## config.mk

```make
export PLATFORM = sky130hd
export DESIGN_NAME = twt_ctrl
export DESIGN_NICKNAME = d
export VERILOG_FILES = /design/src/rtl/twt_pkg.sv /design/src/rtl/twt_ctrl.sv
export VERILOG_INCLUDE_DIRS = /design/src /design/src/rtl
export SDC_FILE = /design/constraint.sdc
export NUM_CORES = 1
export LEC_CHECK = 0
export ABC_AREA = 1
export BUFFER_PORTS_ARGS = -buffer_cell sky130_fd_sc_hd__clkbuf_2
export CAP_MARGIN = 15
export CORE_ASPECT_RATIO = 2
export CORE_MARGIN = 3
export CORE_UTILIZATION = 55
export DETAILED_ROUTE_END_ITERATION = 12
export PLACE_DENSITY = 0.71
export SLEW_MARGIN = 20
export SYNTH_ARGS = -nofsm -noshare
export SYNTH_HDL_FRONTEND = slang
export SYNTH_SLANG_ARGS = --single-unit
```

## constraint.sdc

```tcl
create_clock -name clk_in -period 11.4 [get_ports clk_in]
set_input_delay 1.71 -clock clk_in [delete_from_list [all_inputs] [get_ports clk_in]]
set_output_delay 1.71 -clock clk_in [all_outputs]
set_load 0.03 [all_outputs]
```

## src/rtl/twt_regs.svh

```systemverilog
/*
 * Register offsets, field positions, reset values and fixed counts of the
 * two-wire controller. Assumes a 16-bit register port with 8-bit offsets.
 */
`ifndef TWT_REGS_SVH
`define TWT_REGS_SVH

// Register offsets
`define TWT_OFS_CTRL      8'h00
`define TWT_OFS_STATUS    8'h01
`define TWT_OFS_IRQ_EN    8'h03
`define TWT_OFS_SCL_PER   8'h08
`define TWT_OFS_TMO       8'h09
`define TWT_OFS_OWN_ADDR  8'h0a

// Control register fields
`define TWT_CTL_ENABLE    0
`define TWT_CTL_MASTER    1
`define TWT_CTL_START     2
`define TWT_CTL_ACK       3

// Status and interrupt enable fields
`define TWT_ST_TIMEOUT    4
`define TWT_ST_MATCH      5
`define TWT_ST_SCL        10
`define TWT_ST_STOP       11
`define TWT_ST_ACTIVE     14
`define TWT_ST_BUSBUSY    15
`define TWT_IE_MASK       16'h0830

// Reset values
`define TWT_RST_SCL_PER   16'h0204
`define TWT_RST_CTRL      16'h0000

// Least effective low and high counts in master mode
`define TWT_MIN_LOW       8'h04
`define TWT_MIN_HIGH      8'h02

`endif

```

## src/rtl/twt_pkg.sv

```systemverilog
/*
 * Types shared by the two-wire controller.
 * Assumes the offsets and fields of twt_regs.svh.
 */
package twt_pkg;

	// Master sequencer, Gray coded from idle through start, low, wait and high to stop
	typedef enum logic [2:0] {
		TWT_M_IDLE  = 3'h0,
		TWT_M_START = 3'h1,
		TWT_M_LOW   = 3'h3,
		TWT_M_WAITH = 3'h2,
		TWT_M_HIGH  = 3'h6,
		TWT_M_STOP  = 3'h7
	} twt_mst_e;

	// One register port request
	typedef struct packed {
		logic [7:0]  addr;
		logic [15:0] wdata;
		logic        wr;
		logic        rd;
	} twt_bus_s;

endpackage

```

## src/rtl/twt_ctrl.sv

```systemverilog
/*
 * Two-wire controller: register port, SCL period generation, master
 * timeout, START/STOP detection, own-address match with auto acknowledge.
 * Assumes SCL and SDA are open-drain wires resolved outside from the
 * enables, and a register master that holds strobes one cycle.
 */
`timescale 1ns/100ps
`include "twt_regs.svh"

module twt_ctrl (
	// Clock and reset
	input  wire logic             clk_in,
	input  wire logic             srst_in,
	// Register port
	input  wire twt_pkg::twt_bus_s bus_in,
	output logic [15:0]           rd_data_out,
	// Interrupt
	output logic                  irq_out,
	// Bus pins
	input  wire logic             scl_in,
	output logic                  scl_level_out,
	output logic                  scl_oe_out,
	input  wire logic             sda_in,
	output logic                  sda_level_out,
	output logic                  sda_oe_out
);

	// Registers seen by software
	logic [15:0]       ctrl_ff;       // Enable, master, start, ack, tx byte
	logic [15:0]       ie_ff;         // Interrupt enables
	logic [15:0]       per_ff;        // SCL high and low counts
	logic [7:0]        tmo_ff;        // Timeout in bit periods
	logic [15:0]       own_ff;        // Own target address
	logic              fl_tmo_ff;     // Sticky timeout flag
	logic              fl_match_ff;   // Sticky address match flag
	logic              fl_stop_ff;    // Sticky STOP flag
	logic              active_ff;     // Controller active
	logic              busy_ff;       // Bus between START and STOP
	logic [15:0]       rd_data_ff;    // Read answer
	logic              irq_ff;        // Interrupt level
	// Pin sampling
	logic [2:0]        scl_sy_ff;     // SCL synchroniser
	logic [2:0]        sda_sy_ff;     // SDA synchroniser
	logic              scl_ff;        // Filtered SCL
	logic              sda_ff;        // Filtered SDA
	logic              scl_d_ff;      // SCL one cycle back
	logic              sda_d_ff;      // SDA one cycle back
	// Master sequencer
	twt_pkg::twt_mst_e mst_ff;        // Sequencer state
	logic [7:0]        ph_cnt_ff;     // Phase cycle count
	logic [3:0]        bit_ff;        // Bit number in frame
	logic [7:0]        tx_sh_ff;      // Outgoing byte
	logic              stopping_ff;   // Final phase toward STOP
	logic              m_scl_ff;      // Master pulls SCL
	logic              m_sda_ff;      // Master pulls SDA
	logic [18:0]       tmo_cnt_ff;    // Timeout cycle count
	// Target receiver
	logic              sl_act_ff;     // Address phase in progress
	logic [3:0]        sl_bits_ff;    // Address bits received
	logic [7:0]        sl_sh_ff;      // Received address byte
	logic              sl_drv_ff;     // Target pulls SDA for ack
	logic              scl_oe_ff;     // Pin enable registers
	logic              sda_oe_ff;

	// Combinational terms
	logic [7:0]        low_eff;       // Effective low count
	logic [7:0]        high_eff;      // Effective high count
	logic [9:0]        bit_per;       // Cycles per bit period
	logic [18:0]       tmo_lim;       // Timeout in cycles
	logic              scl_rise;
	logic              scl_fall;
	logic              start_det;
	logic              stop_det;
	logic              start_go;      // Start request taken
	logic              start_fail;    // START cannot be made
	logic              tmo_hit;       // Timeout reached
	logic              addr_hit;      // Own address matched
	logic              rd_clr;        // Status read clears flags
	logic              en;
	logic              msel;

	assign en       = ctrl_ff[`TWT_CTL_ENABLE];
	assign msel     = ctrl_ff[`TWT_CTL_MASTER];
	// Enforce least counts in master mode
	assign low_eff  = (per_ff[7:0] < `TWT_MIN_LOW) ? `TWT_MIN_LOW : per_ff[7:0];
	assign high_eff = (per_ff[15:8] < `TWT_MIN_HIGH) ? `TWT_MIN_HIGH : per_ff[15:8];
	assign bit_per  = {2'h0, low_eff} + {2'h0, high_eff} + 10'h002;
	assign tmo_lim  = {10'h000, {1'b0, tmo_ff} + 9'h001} * {9'h000, bit_per};
	assign scl_rise  = scl_ff & ~scl_d_ff;
	assign scl_fall  = ~scl_ff & scl_d_ff;
	assign start_det = scl_ff & scl_d_ff & ~sda_ff & sda_d_ff;
	assign stop_det  = scl_ff & scl_d_ff & sda_ff & ~sda_d_ff;
	assign start_go  = ctrl_ff[`TWT_CTL_START] & msel & en & (mst_ff == twt_pkg::TWT_M_IDLE);
	assign start_fail = start_go & (busy_ff | ~scl_ff | ~sda_ff);
	// Only a master waiting for SCL high with a nonzero limit times out
	assign tmo_hit  = (mst_ff == twt_pkg::TWT_M_WAITH) & msel & (tmo_ff != 8'h00)
		& (tmo_cnt_ff >= tmo_lim);
	assign addr_hit = scl_fall & sl_act_ff & (sl_bits_ff == 4'h8)
		& (sl_sh_ff[7:1] == own_ff[6:0]);
	assign rd_clr   = bus_in.rd & (bus_in.addr == `TWT_OFS_STATUS);

	// Pin synchronisers: a change counts when stages two and three agree
	always_ff @(posedge clk_in) begin
		if (srst_in) begin
			scl_sy_ff <= 3'h7;
			sda_sy_ff <= 3'h7;
			scl_ff    <= 1'b1;
			sda_ff    <= 1'b1;
			scl_d_ff  <= 1'b1;
			sda_d_ff  <= 1'b1;
		end else begin
			scl_sy_ff <= {scl_sy_ff[1:0], scl_in};
			sda_sy_ff <= {sda_sy_ff[1:0], sda_in};
			if (scl_sy_ff[1] == scl_sy_ff[2]) begin
				scl_ff <= scl_sy_ff[2];
			end
			if (sda_sy_ff[1] == sda_sy_ff[2]) begin
				sda_ff <= sda_sy_ff[2];
			end
			scl_d_ff <= scl_ff;
			sda_d_ff <= sda_ff;
		end
	end

	// Control register; hardware updates win over software
	always_ff @(posedge clk_in) begin
		if (srst_in) begin
			ctrl_ff <= `TWT_RST_CTRL;
		end else begin
			if (bus_in.wr && bus_in.addr == `TWT_OFS_CTRL) begin
				ctrl_ff <= bus_in.wdata;
			end
			if (start_go) begin
				ctrl_ff[`TWT_CTL_START] <= 1'b0;
			end
			if (addr_hit) begin
				ctrl_ff[`TWT_CTL_MASTER] <= 1'b0;
			end
		end
	end

	// Configuration registers
	always_ff @(posedge clk_in) begin
		if (srst_in) begin
			ie_ff  <= 16'h0000;
			per_ff <= `TWT_RST_SCL_PER;
			tmo_ff <= 8'h00;
			own_ff <= 16'h0000;
		end else if (bus_in.wr) begin
			case (bus_in.addr)
				`TWT_OFS_IRQ_EN: begin
					ie_ff <= bus_in.wdata & `TWT_IE_MASK;
				end
				`TWT_OFS_SCL_PER: begin
					if (!active_ff) begin
						per_ff <= bus_in.wdata;
					end
				end
				`TWT_OFS_TMO: begin
					tmo_ff <= bus_in.wdata[7:0];
				end
				`TWT_OFS_OWN_ADDR: begin
					own_ff <= {6'h00, bus_in.wdata[9:0]};
				end
				default: begin
				end
			endcase
		end
	end

	// Sticky flags: a status read clears, a new event in the same cycle wins
	always_ff @(posedge clk_in) begin
		if (srst_in) begin
			fl_tmo_ff   <= 1'b0;
			fl_match_ff <= 1'b0;
			fl_stop_ff  <= 1'b0;
		end else begin
			fl_tmo_ff   <= tmo_hit | start_fail | (fl_tmo_ff & ~rd_clr);
			fl_match_ff <= addr_hit | (fl_match_ff & ~rd_clr);
			fl_stop_ff  <= stop_det | (fl_stop_ff & ~rd_clr);
		end
	end

	// Bus busy and controller active indications
	always_ff @(posedge clk_in) begin
		if (srst_in) begin
			busy_ff   <= 1'b0;
			active_ff <= 1'b0;
		end else begin
			busy_ff   <= en & (start_det | (busy_ff & ~stop_det));
			active_ff <= (mst_ff != twt_pkg::TWT_M_IDLE) | sl_act_ff | busy_ff;
		end
	end

	// Read answer one cycle after the strobe; interrupt level
	always_ff @(posedge clk_in) begin
		if (srst_in) begin
			rd_data_ff <= 16'h0000;
			irq_ff     <= 1'b0;
		end else begin
			rd_data_ff <= 16'h0000;
			if (bus_in.rd) begin
				case (bus_in.addr)
					`TWT_OFS_CTRL:     rd_data_ff <= ctrl_ff;
					`TWT_OFS_STATUS: begin
						rd_data_ff[`TWT_ST_TIMEOUT] <= fl_tmo_ff;
						rd_data_ff[`TWT_ST_MATCH]   <= fl_match_ff;
						rd_data_ff[`TWT_ST_SCL]     <= scl_ff;
						rd_data_ff[`TWT_ST_STOP]    <= fl_stop_ff;
						rd_data_ff[`TWT_ST_ACTIVE]  <= active_ff;
						rd_data_ff[`TWT_ST_BUSBUSY] <= busy_ff;
					end
					`TWT_OFS_IRQ_EN:   rd_data_ff <= ie_ff;
					`TWT_OFS_SCL_PER:  rd_data_ff <= per_ff;
					`TWT_OFS_TMO:      rd_data_ff <= {8'h00, tmo_ff};
					`TWT_OFS_OWN_ADDR: rd_data_ff <= own_ff;
					default:           rd_data_ff <= 16'h0000;
				endcase
			end
			irq_ff <= (fl_stop_ff & ie_ff[`TWT_ST_STOP])
				| (fl_match_ff & ie_ff[`TWT_ST_MATCH])
				| (fl_tmo_ff & ie_ff[`TWT_ST_TIMEOUT]);
		end
	end

	// Master sequencer: START, eight data bits, ack bit, STOP
	always_ff @(posedge clk_in) begin
		if (srst_in) begin
			mst_ff      <= twt_pkg::TWT_M_IDLE;
			ph_cnt_ff   <= 8'h00;
			bit_ff      <= 4'h0;
			tx_sh_ff    <= 8'h00;
			stopping_ff <= 1'b0;
			m_scl_ff    <= 1'b0;
			m_sda_ff    <= 1'b0;
		end else if (!msel || !en || tmo_hit) begin
			// Slave mode or timeout: release both lines
			mst_ff   <= twt_pkg::TWT_M_IDLE;
			m_scl_ff <= 1'b0;
			m_sda_ff <= 1'b0;
		end else begin
			case (mst_ff)
				twt_pkg::TWT_M_IDLE: begin
					if (start_go && !start_fail) begin
						mst_ff      <= twt_pkg::TWT_M_START;
						m_sda_ff    <= 1'b1;
						ph_cnt_ff   <= 8'h00;
						bit_ff      <= 4'h0;
						stopping_ff <= 1'b0;
						tx_sh_ff    <= ctrl_ff[15:8];
					end
				end
				twt_pkg::TWT_M_START: begin
					ph_cnt_ff <= ph_cnt_ff + 8'h01;
					if (ph_cnt_ff >= high_eff) begin
						mst_ff    <= twt_pkg::TWT_M_LOW;
						m_scl_ff  <= 1'b1;
						ph_cnt_ff <= 8'h00;
					end
				end
				twt_pkg::TWT_M_LOW: begin
					// Data changes one cycle after SCL is pulled low
					ph_cnt_ff <= ph_cnt_ff + 8'h01;
					if (stopping_ff) begin
						m_sda_ff <= 1'b1;
					end else begin
						m_sda_ff <= (bit_ff < 4'h8) ? ~tx_sh_ff[7] : 1'b0;
					end
					if (ph_cnt_ff >= low_eff) begin
						mst_ff    <= twt_pkg::TWT_M_WAITH;
						m_scl_ff  <= 1'b0;
						ph_cnt_ff <= 8'h00;
					end
				end
				twt_pkg::TWT_M_WAITH: begin
					// A stretching party holds SCL low; wait for it
					if (scl_ff) begin
						mst_ff <= twt_pkg::TWT_M_HIGH;
					end
				end
				twt_pkg::TWT_M_HIGH: begin
					ph_cnt_ff <= ph_cnt_ff + 8'h01;
					if (ph_cnt_ff >= high_eff) begin
						ph_cnt_ff <= 8'h00;
						if (stopping_ff) begin
							mst_ff   <= twt_pkg::TWT_M_STOP;
							m_sda_ff <= 1'b0;
						end else begin
							mst_ff   <= twt_pkg::TWT_M_LOW;
							m_scl_ff <= 1'b1;
							tx_sh_ff <= {tx_sh_ff[6:0], 1'b0};
							if (bit_ff == 4'h8) begin
								stopping_ff <= 1'b1;
							end else begin
								bit_ff <= bit_ff + 4'h1;
							end
						end
					end
				end
				twt_pkg::TWT_M_STOP: begin
					// Bus free time after STOP
					ph_cnt_ff <= ph_cnt_ff + 8'h01;
					if (ph_cnt_ff >= high_eff) begin
						mst_ff <= twt_pkg::TWT_M_IDLE;
					end
				end
				default: begin
					mst_ff <= twt_pkg::TWT_M_IDLE;
				end
			endcase
		end
	end

	// Timeout counter in system clocks
	always_ff @(posedge clk_in) begin
		if (srst_in) begin
			tmo_cnt_ff <= 19'h00000;
		end else if (start_go || scl_fall) begin
			tmo_cnt_ff <= 19'h00000;
		end else if (mst_ff != twt_pkg::TWT_M_IDLE && tmo_cnt_ff != 19'h7ffff) begin
			tmo_cnt_ff <= tmo_cnt_ff + 19'h00001;
		end
	end

	// Target address receiver with automatic acknowledge
	always_ff @(posedge clk_in) begin
		if (srst_in) begin
			sl_act_ff  <= 1'b0;
			sl_bits_ff <= 4'h0;
			sl_sh_ff   <= 8'h00;
			sl_drv_ff  <= 1'b0;
		end else if (!en || stop_det) begin
			sl_act_ff <= 1'b0;
			sl_drv_ff <= 1'b0;
		end else if (start_det) begin
			sl_act_ff  <= (mst_ff == twt_pkg::TWT_M_IDLE);
			sl_bits_ff <= 4'h0;
			sl_drv_ff  <= 1'b0;
		end else if (sl_act_ff) begin
			if (scl_rise && sl_bits_ff < 4'h8) begin
				sl_sh_ff   <= {sl_sh_ff[6:0], sda_ff};
				sl_bits_ff <= sl_bits_ff + 4'h1;
			end else if (scl_fall && sl_bits_ff == 4'h8) begin
				sl_bits_ff <= 4'h9;
				sl_drv_ff  <= addr_hit & ~ctrl_ff[`TWT_CTL_ACK];
				sl_act_ff  <= addr_hit;
			end else if (scl_fall && sl_bits_ff == 4'h9) begin
				sl_drv_ff <= 1'b0;
				sl_act_ff <= 1'b0;
			end
		end
	end

	// Pin drivers: open drain, level always low
	always_ff @(posedge clk_in) begin
		if (srst_in) begin
			scl_oe_ff <= 1'b0;
			sda_oe_ff <= 1'b0;
		end else begin
			scl_oe_ff <= m_scl_ff;
			sda_oe_ff <= m_sda_ff | sl_drv_ff;
		end
	end

	assign scl_oe_out    = scl_oe_ff;
	assign sda_oe_out    = sda_oe_ff;
	assign scl_level_out = 1'b0;
	assign sda_level_out = 1'b0;
	assign rd_data_out   = rd_data_ff;
	assign irq_out       = irq_ff;
endmodule // twt_ctrl

```

Word-level counts from Yosys, hierarchy flattened
Index checks and enable logic that the tools add are counted.
W data, S select, Z words.

word-level totals
  memory bits (read-only) = 0
  latch bits = 0
  RAM bits = 0
  output and inout bits = 21
  input port bits = 30
  register bits = 146
  word-level logic and storage cells = 230
  memories kept = 0

operators by class
  reduce and logical (&&, ||, !) cells = 46
  equality and inequality tests = 26
  shift operators = 0
  bitwise gates (word level) = 53
  $lt $le $gt $ge = 7
  div/mod/pow operators = 0
  muxes and demuxes = 56
  multiply operators = 1
  $add $sub $neg = 7

operators by type and width
  cell                     count
  $mux W8                  8
  $mux W4                  8
  $pmux W4 S4              2
  $pmux W8 S4              1
  $and A1 B1 Y1            27
  $eq A8 B4 Y1 const B     3
  $mux W3                  7
  $mux W1                  20
  $add A19 B1 Y19 const B  1
  $ge A19 B19 Y1           1
  $mul A9 B10 Y19          1
  $ne A19 B19 Y1 const B   1
  $ne A2 B2 Y1 const B     9
  $pmux W3 S6              1
  $ge A8 B8 Y1             2
  $pmux W8 S2              1
  $not A1 Y1               14
  $reduce_or A2 Y1         7
  $eq A4 B4 Y1 const B     3
  $or A1 B1 Y1             12
  $pmux W2 S6              1
  $reduce_and A3 Y1        4
  $reduce_and A4 Y1        3
  $reduce_and A6 Y1        2
  other kinds (33)         57

Logic depth before layout (Yosys ltp)
  depth in word-level cells = 10
  depth in mapped cells = 49
  mapped depth without buffers = 48

Worst setup path before layout
Ideal clock, no wire load.

  path kind = register to register
  start = register per_ff[15]
  end = register bit_ff[2]
  stages on the path, launching flop included = 43
  setup time = 113 ps
  path slack = 4,219 ps
  buffers on the path = 1
  required time = 11,287 ps
  arrival time = 7,068 ps
  period minus slack after synthesis = 7,181 ps
  cells stage by stage = dfxtp_1 -> inv_1 -> nand4_1 -> nor4_1 -> nor2_1 -> ha_1 -> inv_1 -> ha_1 -> inv_1 -> fa_1 -> o21ai_0 -> a21oi_1 -> o21bai_1 -> or2_2 -> nand2_1 -> inv_1 -> nand2_1 -> fa_1 -> [... 7 more ...] -> a21oi_1 -> o21ai_0 -> a21oi_1 -> xor2_1 -> ha_1 -> nand2_1 -> inv_1 -> nand2_1 -> nand2_1 -> a21oi_1 -> nand3_1 -> nand2_2 -> nand3_2 -> buf_6 -> nor2_4 -> nand2_1 -> nand2_1 -> nor2_1

between the ends
  cells in the longest elaborated chain, start to end = 10
  elaborated cells between the ends (all ways) = 12
  classes of those cells = 2 x add/sub; 1 x mul; 3 x order compare; 1 x eq/ne; 1 x mux; 2 x bitwise; 2 x reduce/logical

RTL lines
  item                             RTL line         source
  start, declared                  twt_ctrl.sv:31   logic [15:0] per_ff;
  start signal, assigned           twt_ctrl.sv:146  per_ff <= `TWT_RST_SCL_PER;
  start signal, assigned           twt_ctrl.sv:156  per_ff <= bus_in.wdata;
  $lt A8 B2 Y1 (no line)           n/a
  $mux W8 (*)                      twt_ctrl.sv:86   assign high_eff = (per_ff[15:8] < `TWT_MIN_HIGH) ? `TWT_MIN_HIGH : per_ff[15:8];
  $add A8 B8 Y9                    twt_ctrl.sv:87   assign bit_per = {2'h0, low_eff} + {2'h0, high_eff} + 10'h002;
  $add A9 B2 Y10                   twt_ctrl.sv:87
  $mul A9 B10 Y19                  twt_ctrl.sv:88   assign tmo_lim = {10'h000, {1'b0, tmo_ff} + 9'h001} * {9'h000, bit_per};
  $ge A19 B19 Y1                   twt_ctrl.sv:97   & (tmo_cnt_ff >= tmo_lim);
  $and A1 B1 Y1                    twt_ctrl.sv:97
  $logic_or A1 B1 Y1               twt_ctrl.sv:236  end else if (!msel || !en || tmo_hit) begin
  $not A1 Y1 (no line)             n/a
  $reduce_and A6 Y1 (no line) (*)  n/a
  end signal, assigned             twt_ctrl.sv:295  bit_ff <= bit_ff + 4'h1;
  end, declared                    twt_ctrl.sv:51   logic [3:0] bit_ff;

Mark *: on every way between the ends. The rest lies on a longest branch, timed or not.
A chain may end at the register's enable or synchronous reset.

Worst setup path in the final report
  start = register per_ff[15]
  end = register tx_sh_ff[3]

between the ends
  cells in the longest elaborated chain, start to end = 10
  elaborated cells between the ends (all ways) = 12
  classes of those cells = 2 x add/sub; 1 x mul; 3 x order compare; 1 x eq/ne; 1 x mux; 2 x bitwise; 2 x reduce/logical

RTL lines
  item                             RTL line         source
  $lt A8 B2 Y1 (no line)           n/a
  $mux W8 (*)                      twt_ctrl.sv:86
  $add A8 B8 Y9                    twt_ctrl.sv:87
  $add A9 B2 Y10                   twt_ctrl.sv:87
  $mul A9 B10 Y19                  twt_ctrl.sv:88
  $ge A19 B19 Y1                   twt_ctrl.sv:97
  $and A1 B1 Y1                    twt_ctrl.sv:97
  $logic_or A1 B1 Y1               twt_ctrl.sv:236
  $not A1 Y1 (no line)             n/a
  $reduce_and A5 Y1 (no line) (*)  n/a
  end signal, assigned             twt_ctrl.sv:250  tx_sh_ff <= ctrl_ff[15:8];
  end signal, assigned             twt_ctrl.sv:291  tx_sh_ff <= {tx_sh_ff[6:0], 1'b0};
  end, declared                    twt_ctrl.sv:52   logic [7:0] tx_sh_ff;

Marked as above.

==> impl_metrics.json <==
{
  "groute.layer.met3.usage_pct": 4.23,
  "final_critical_period_ps": 8580,
  "detail_route.wl_per_cell_um": 16.9,
  "postCtsSetupRepairBufs": 0,
  "top_cells_by_area_in_the_synthesized_netlist": "sky130_fd_sc_hd__dfxtp_1, sky130_fd_sc_hd__ha_1, sky130_fd_sc_hd__fa_1, sky130_fd_sc_hd__nand2_1, sky130_fd_sc_hd__inv_1",
  "cts_tree": "done",
  "syn-mean-instance-area_um2": 7.18,
  "synth_warnings": 0,
  "maxCapViolCount": 0,
  "swShare_pct": 23.1,
  "die-height_um": 207,
  "boundaryPins": 51,
  "worst_ir_drop_vdd_mv": 0.198,
  "grt_setup_unrepaired": "false",
  "grt_remaining_overflow": 0,
  "clockPowerShare_pct": 53.7,
  "critical_path_peak_fanout": 20,
  "wirelength_um": 31200,
  "timing.hold.worst.class": "flop to flop",
  "pre_cts_slack_ps": 2900,
  "netlist_area_um2": 11100,
  "internal_power_w": 0.000902,
  "n_antenna_cell": 0,
  "power_density_nw_per_um2": 96.9,
  "ys_ff_latch": 146,
  "use_met2_pct": 57.2,
  "timing.critical_path.required_ps": 11770,
  "synth_sequential_area_ratio_pct": 26.4,
  "worst-endpoint-arrival_ps": 8950,
  "htree_num_levels": 4,
  "static-leakage-power_nw": 5.74,
  "achievable-frequency_mhz": 117,
  "first_global_vias": 10305,
  "fin_nets": 1756,
  "antenna_violations_before_repair": 0,
  "synth_edf_count": 0,
  "synth-main-ff-cell": "sky130_fd_sc_hd__dfxtp_1",
  "postPlaceCellArea_um2": 11500,
  "grt_max_degree": 85,
  "final-setup-viol-count": 0,
  "path_clk_slew_ps": 60,
  "crit_path_start_kind": "flop",
  "synth_area_leader_cell": "sky130_fd_sc_hd__dfxtp_1",
  "share_comb_of_total_power_pct": 2.7,
  "crit_path_top_delay_cell": "sky130_fd_sc_hd__fa_1",
  "placeableCoreArea_um2": 19500,
  "synth_top_area_share_pct": 26.4,
  "timing_worst_slew_pin_value_ps": 919,
  "clock_tree.root_cell": "sky130_fd_sc_hd__clkbuf_16",
  "hold_viol_final": 0,
  "num_vias": 10214,
  "ctsHoldBuffers": 0,
  "critPathMostFrequentCell": "sky130_fd_sc_hd__inv_1",
  "hpwlAfterDp_um": 25000,
  "number_of_different_library_cells_in_the_post_synthesis_netlist": 51,
  "gate_count_of_the_mapped_netlist": 1541,
  "net-switching-power_w": 0.000271,
  "wire_length_of_the_first_global_routing_pass_um": 50300,
  "die_x_um": 106,
  "buffer_ports.inserted": 48,
  "design.die.area_um2": 22000,
  "cp_slowest_stage_delay_ps": 530,
  "grt_use_total_pct": 29.4,
  "drv_slew": 0,
  "timing.max_slew.rel_slack_pct": 38.5,
  "synthToLayoutAreaGrowth_pct": 9.48,
  "seq_power_share_pct": 43.6,
  "detail_route.first_pass.iterations": 5,
  "ctsResizeCount": 0,
  "antenna_left": 0,
  "synthArstFlopShare_pct": 0,
  "clkSinkCount": 146,
  "rows": 72,
  "share_of_cells_above_drive_strength_1_pct": 8.46,
  "clock_skew_ps": 13.1,
  "synth_common_cells": "sky130_fd_sc_hd__nand2_1, sky130_fd_sc_hd__inv_1, sky130_fd_sc_hd__nor2_1",
  "tritoncts.num_buffers": 17,
  "worst_slack_ps": 2820,
  "synth_most_common_cell": "sky130_fd_sc_hd__nand2_1",
  "met1_usage_pct": 27.0,
  "layout.cell_area.non_filler_um2": 12100,
  "totalNegativeSetupSlack_ps": 0,
  "clockBufferDepth": 2,
  "layout_worst_path_cycle_share_pct": 75.3,
  "detail_route.drc_violations": 0,
  "initial_utilization_pct": 56.6,
  "run_status": "finished, final reports clean",
  "detailedRoute.firstIterationViolations": 594,
  "post_drt_via_cell_ratio": 5.55,
  "busiest_metal_layer_after_global_routing": "met2",
  "setup.worst_path.class": "flop to flop",
  "cp-end-kind": "flop",
  "gp_congestion": 0.939,
  "clkLatencyLatePin_ps": 440
}
per-layer routing:
| layer | share of wire, % | routed length, µm |
|---|---|---|
| met4 | 7.8 | 2450 |
| met1 | 33 | 10400 |
| met2 | 55 | 17100 |
| met5 | 0 | 0 |
| met3 | 3.8 | 1190 |
placed cells by master, fill, tap and decap left out, types with 4 or more instances in the layout:
| cell type | synthesis | layout |
|---|---|---|
| sky130_fd_sc_hd__nand3_2 | 4 | 4 |
| sky130_fd_sc_hd__nand2_2 | 7 | 7 |
| sky130_fd_sc_hd__inv_6 | 0 | 4 |
| sky130_fd_sc_hd__inv_8 | 0 | 4 |
| sky130_fd_sc_hd__ha_1 | 98 | 98 |
| sky130_fd_sc_hd__inv_1 | 245 | 244 |
| sky130_fd_sc_hd__clkbuf_16 | 0 | 17 |
| sky130_fd_sc_hd__dfxtp_1 | 146 | 146 |
| sky130_fd_sc_hd__nor2_2 | 8 | 8 |
| sky130_fd_sc_hd__a211oi_1 | 6 | 6 |
| sky130_fd_sc_hd__nand3_1 | 48 | 48 |
| sky130_fd_sc_hd__nand2_1 | 285 | 285 |
| sky130_fd_sc_hd__a221oi_1 | 6 | 6 |
| sky130_fd_sc_hd__nor3_1 | 19 | 19 |
| sky130_fd_sc_hd__nor4_1 | 4 | 4 |
| sky130_fd_sc_hd__nor2_1 | 201 | 201 |
| sky130_fd_sc_hd__o21ai_0 | 95 | 95 |
| sky130_fd_sc_hd__or2_2 | 14 | 14 |
| sky130_fd_sc_hd__nand4_1 | 23 | 23 |
| sky130_fd_sc_hd__bufinv_16 | 0 | 4 |
| sky130_fd_sc_hd__clkbuf_2 | 0 | 48 |
| sky130_fd_sc_hd__a31oi_1 | 6 | 6 |
| sky130_fd_sc_hd__o211ai_1 | 5 | 5 |
| sky130_fd_sc_hd__o22ai_1 | 9 | 9 |
| sky130_fd_sc_hd__inv_2 | 4 | 5 |
| sky130_fd_sc_hd__xor2_1 | 23 | 23 |
| sky130_fd_sc_hd__a21oi_1 | 120 | 120 |
| sky130_fd_sc_hd__fa_1 | 58 | 58 |
| sky130_fd_sc_hd__nor2_4 | 4 | 4 |
| sky130_fd_sc_hd__xnor2_1 | 14 | 14 |
| sky130_fd_sc_hd__o21bai_1 | 14 | 14 |
through the flow:
stage          cells  hold WS, ps  power, W  utilization (%)
6_report        1842          416   0.00117             62.0
4_1_cts         1842          421   0.00118             62.0
3_3_place_gp    1810          395  0.000554             58.6
2_1_floorplan   1542          389  0.000541                -
3_5_place_dp    1810          402  0.000555             58.6
5_1_grt         1842          443   0.00120             62.0
layout make-up:
| class | instances | area [µm²] |
|---|---|---|
| clock buffer | 18 | 439 |
| clock inverter | 14 | 218 |
| fill | 1855 | 7430 |
| inverter | 250 | 938 |
| multi-input combinational | 1104 | 7010 |
| sequential | 146 | 2920 |
| tap | 259 | 324 |
| timing repair buffer | 51 | 263 |
registers in the layout, summed over array words and instances (netlist names), 10 cells and up:
name,cells
ctrl_ff,16
tmo_cnt_ff,19
rd_data_out,16
per_ff,16
own_ff,10
cell families (layout without fill, tap and decap cells):
kind of cell	after synthesis	after routing	share of synthesized area [%]
AND/OR/NAND/NOR	632	632	24.9
buffers and inverters	292	333	10.3
other	1	2	0.0339
AO/OA/AOI/OAI	277	277	13.9
adder cells (fa/ha/maj)	156	156	21.6
XOR/XNOR	37	37	2.93
flip-flops	146	146	26.4
power groups by stage:
stage / logic, W / clock network (W) / registers, W
after detailed placement: 0.0000311 / 0 / 0.000524
after global placement: 0.0000309 / 0 / 0.000523
after global routing: 0.0000349 / 0.000655 / 0.000512
after CTS: 0.0000314 / 0.000638 / 0.000512
final: 0.0000317 / 0.000630 / 0.000512
after floorplan: 0.0000182 / 0 / 0.000523
final timing paths:
path	start	to	slack, ps	cells after the start
worst max-delay path	per_ff[15]	tx_sh_ff[3]	2820	40
worst min-delay path	scl_sy_ff[0]	scl_sy_ff[1]	420	1
worst max register to register	per_ff[15]	tx_sh_ff[3]	2820	40
worst min register to register	scl_sy_ff[0]	scl_sy_ff[1]	420	1
worst max-delay path: cells and delay by family (launching register included):
kind / cells / cell delay, ps
xor+xnor: 1 / 300
flops: 1 / 330
simple gates: 14 / 1970
compound gates: 10 / 2010
fa+ha+maj: 9 / 3510
buf+inv: 6 / 390
Power figures use the tool's default switching activity.
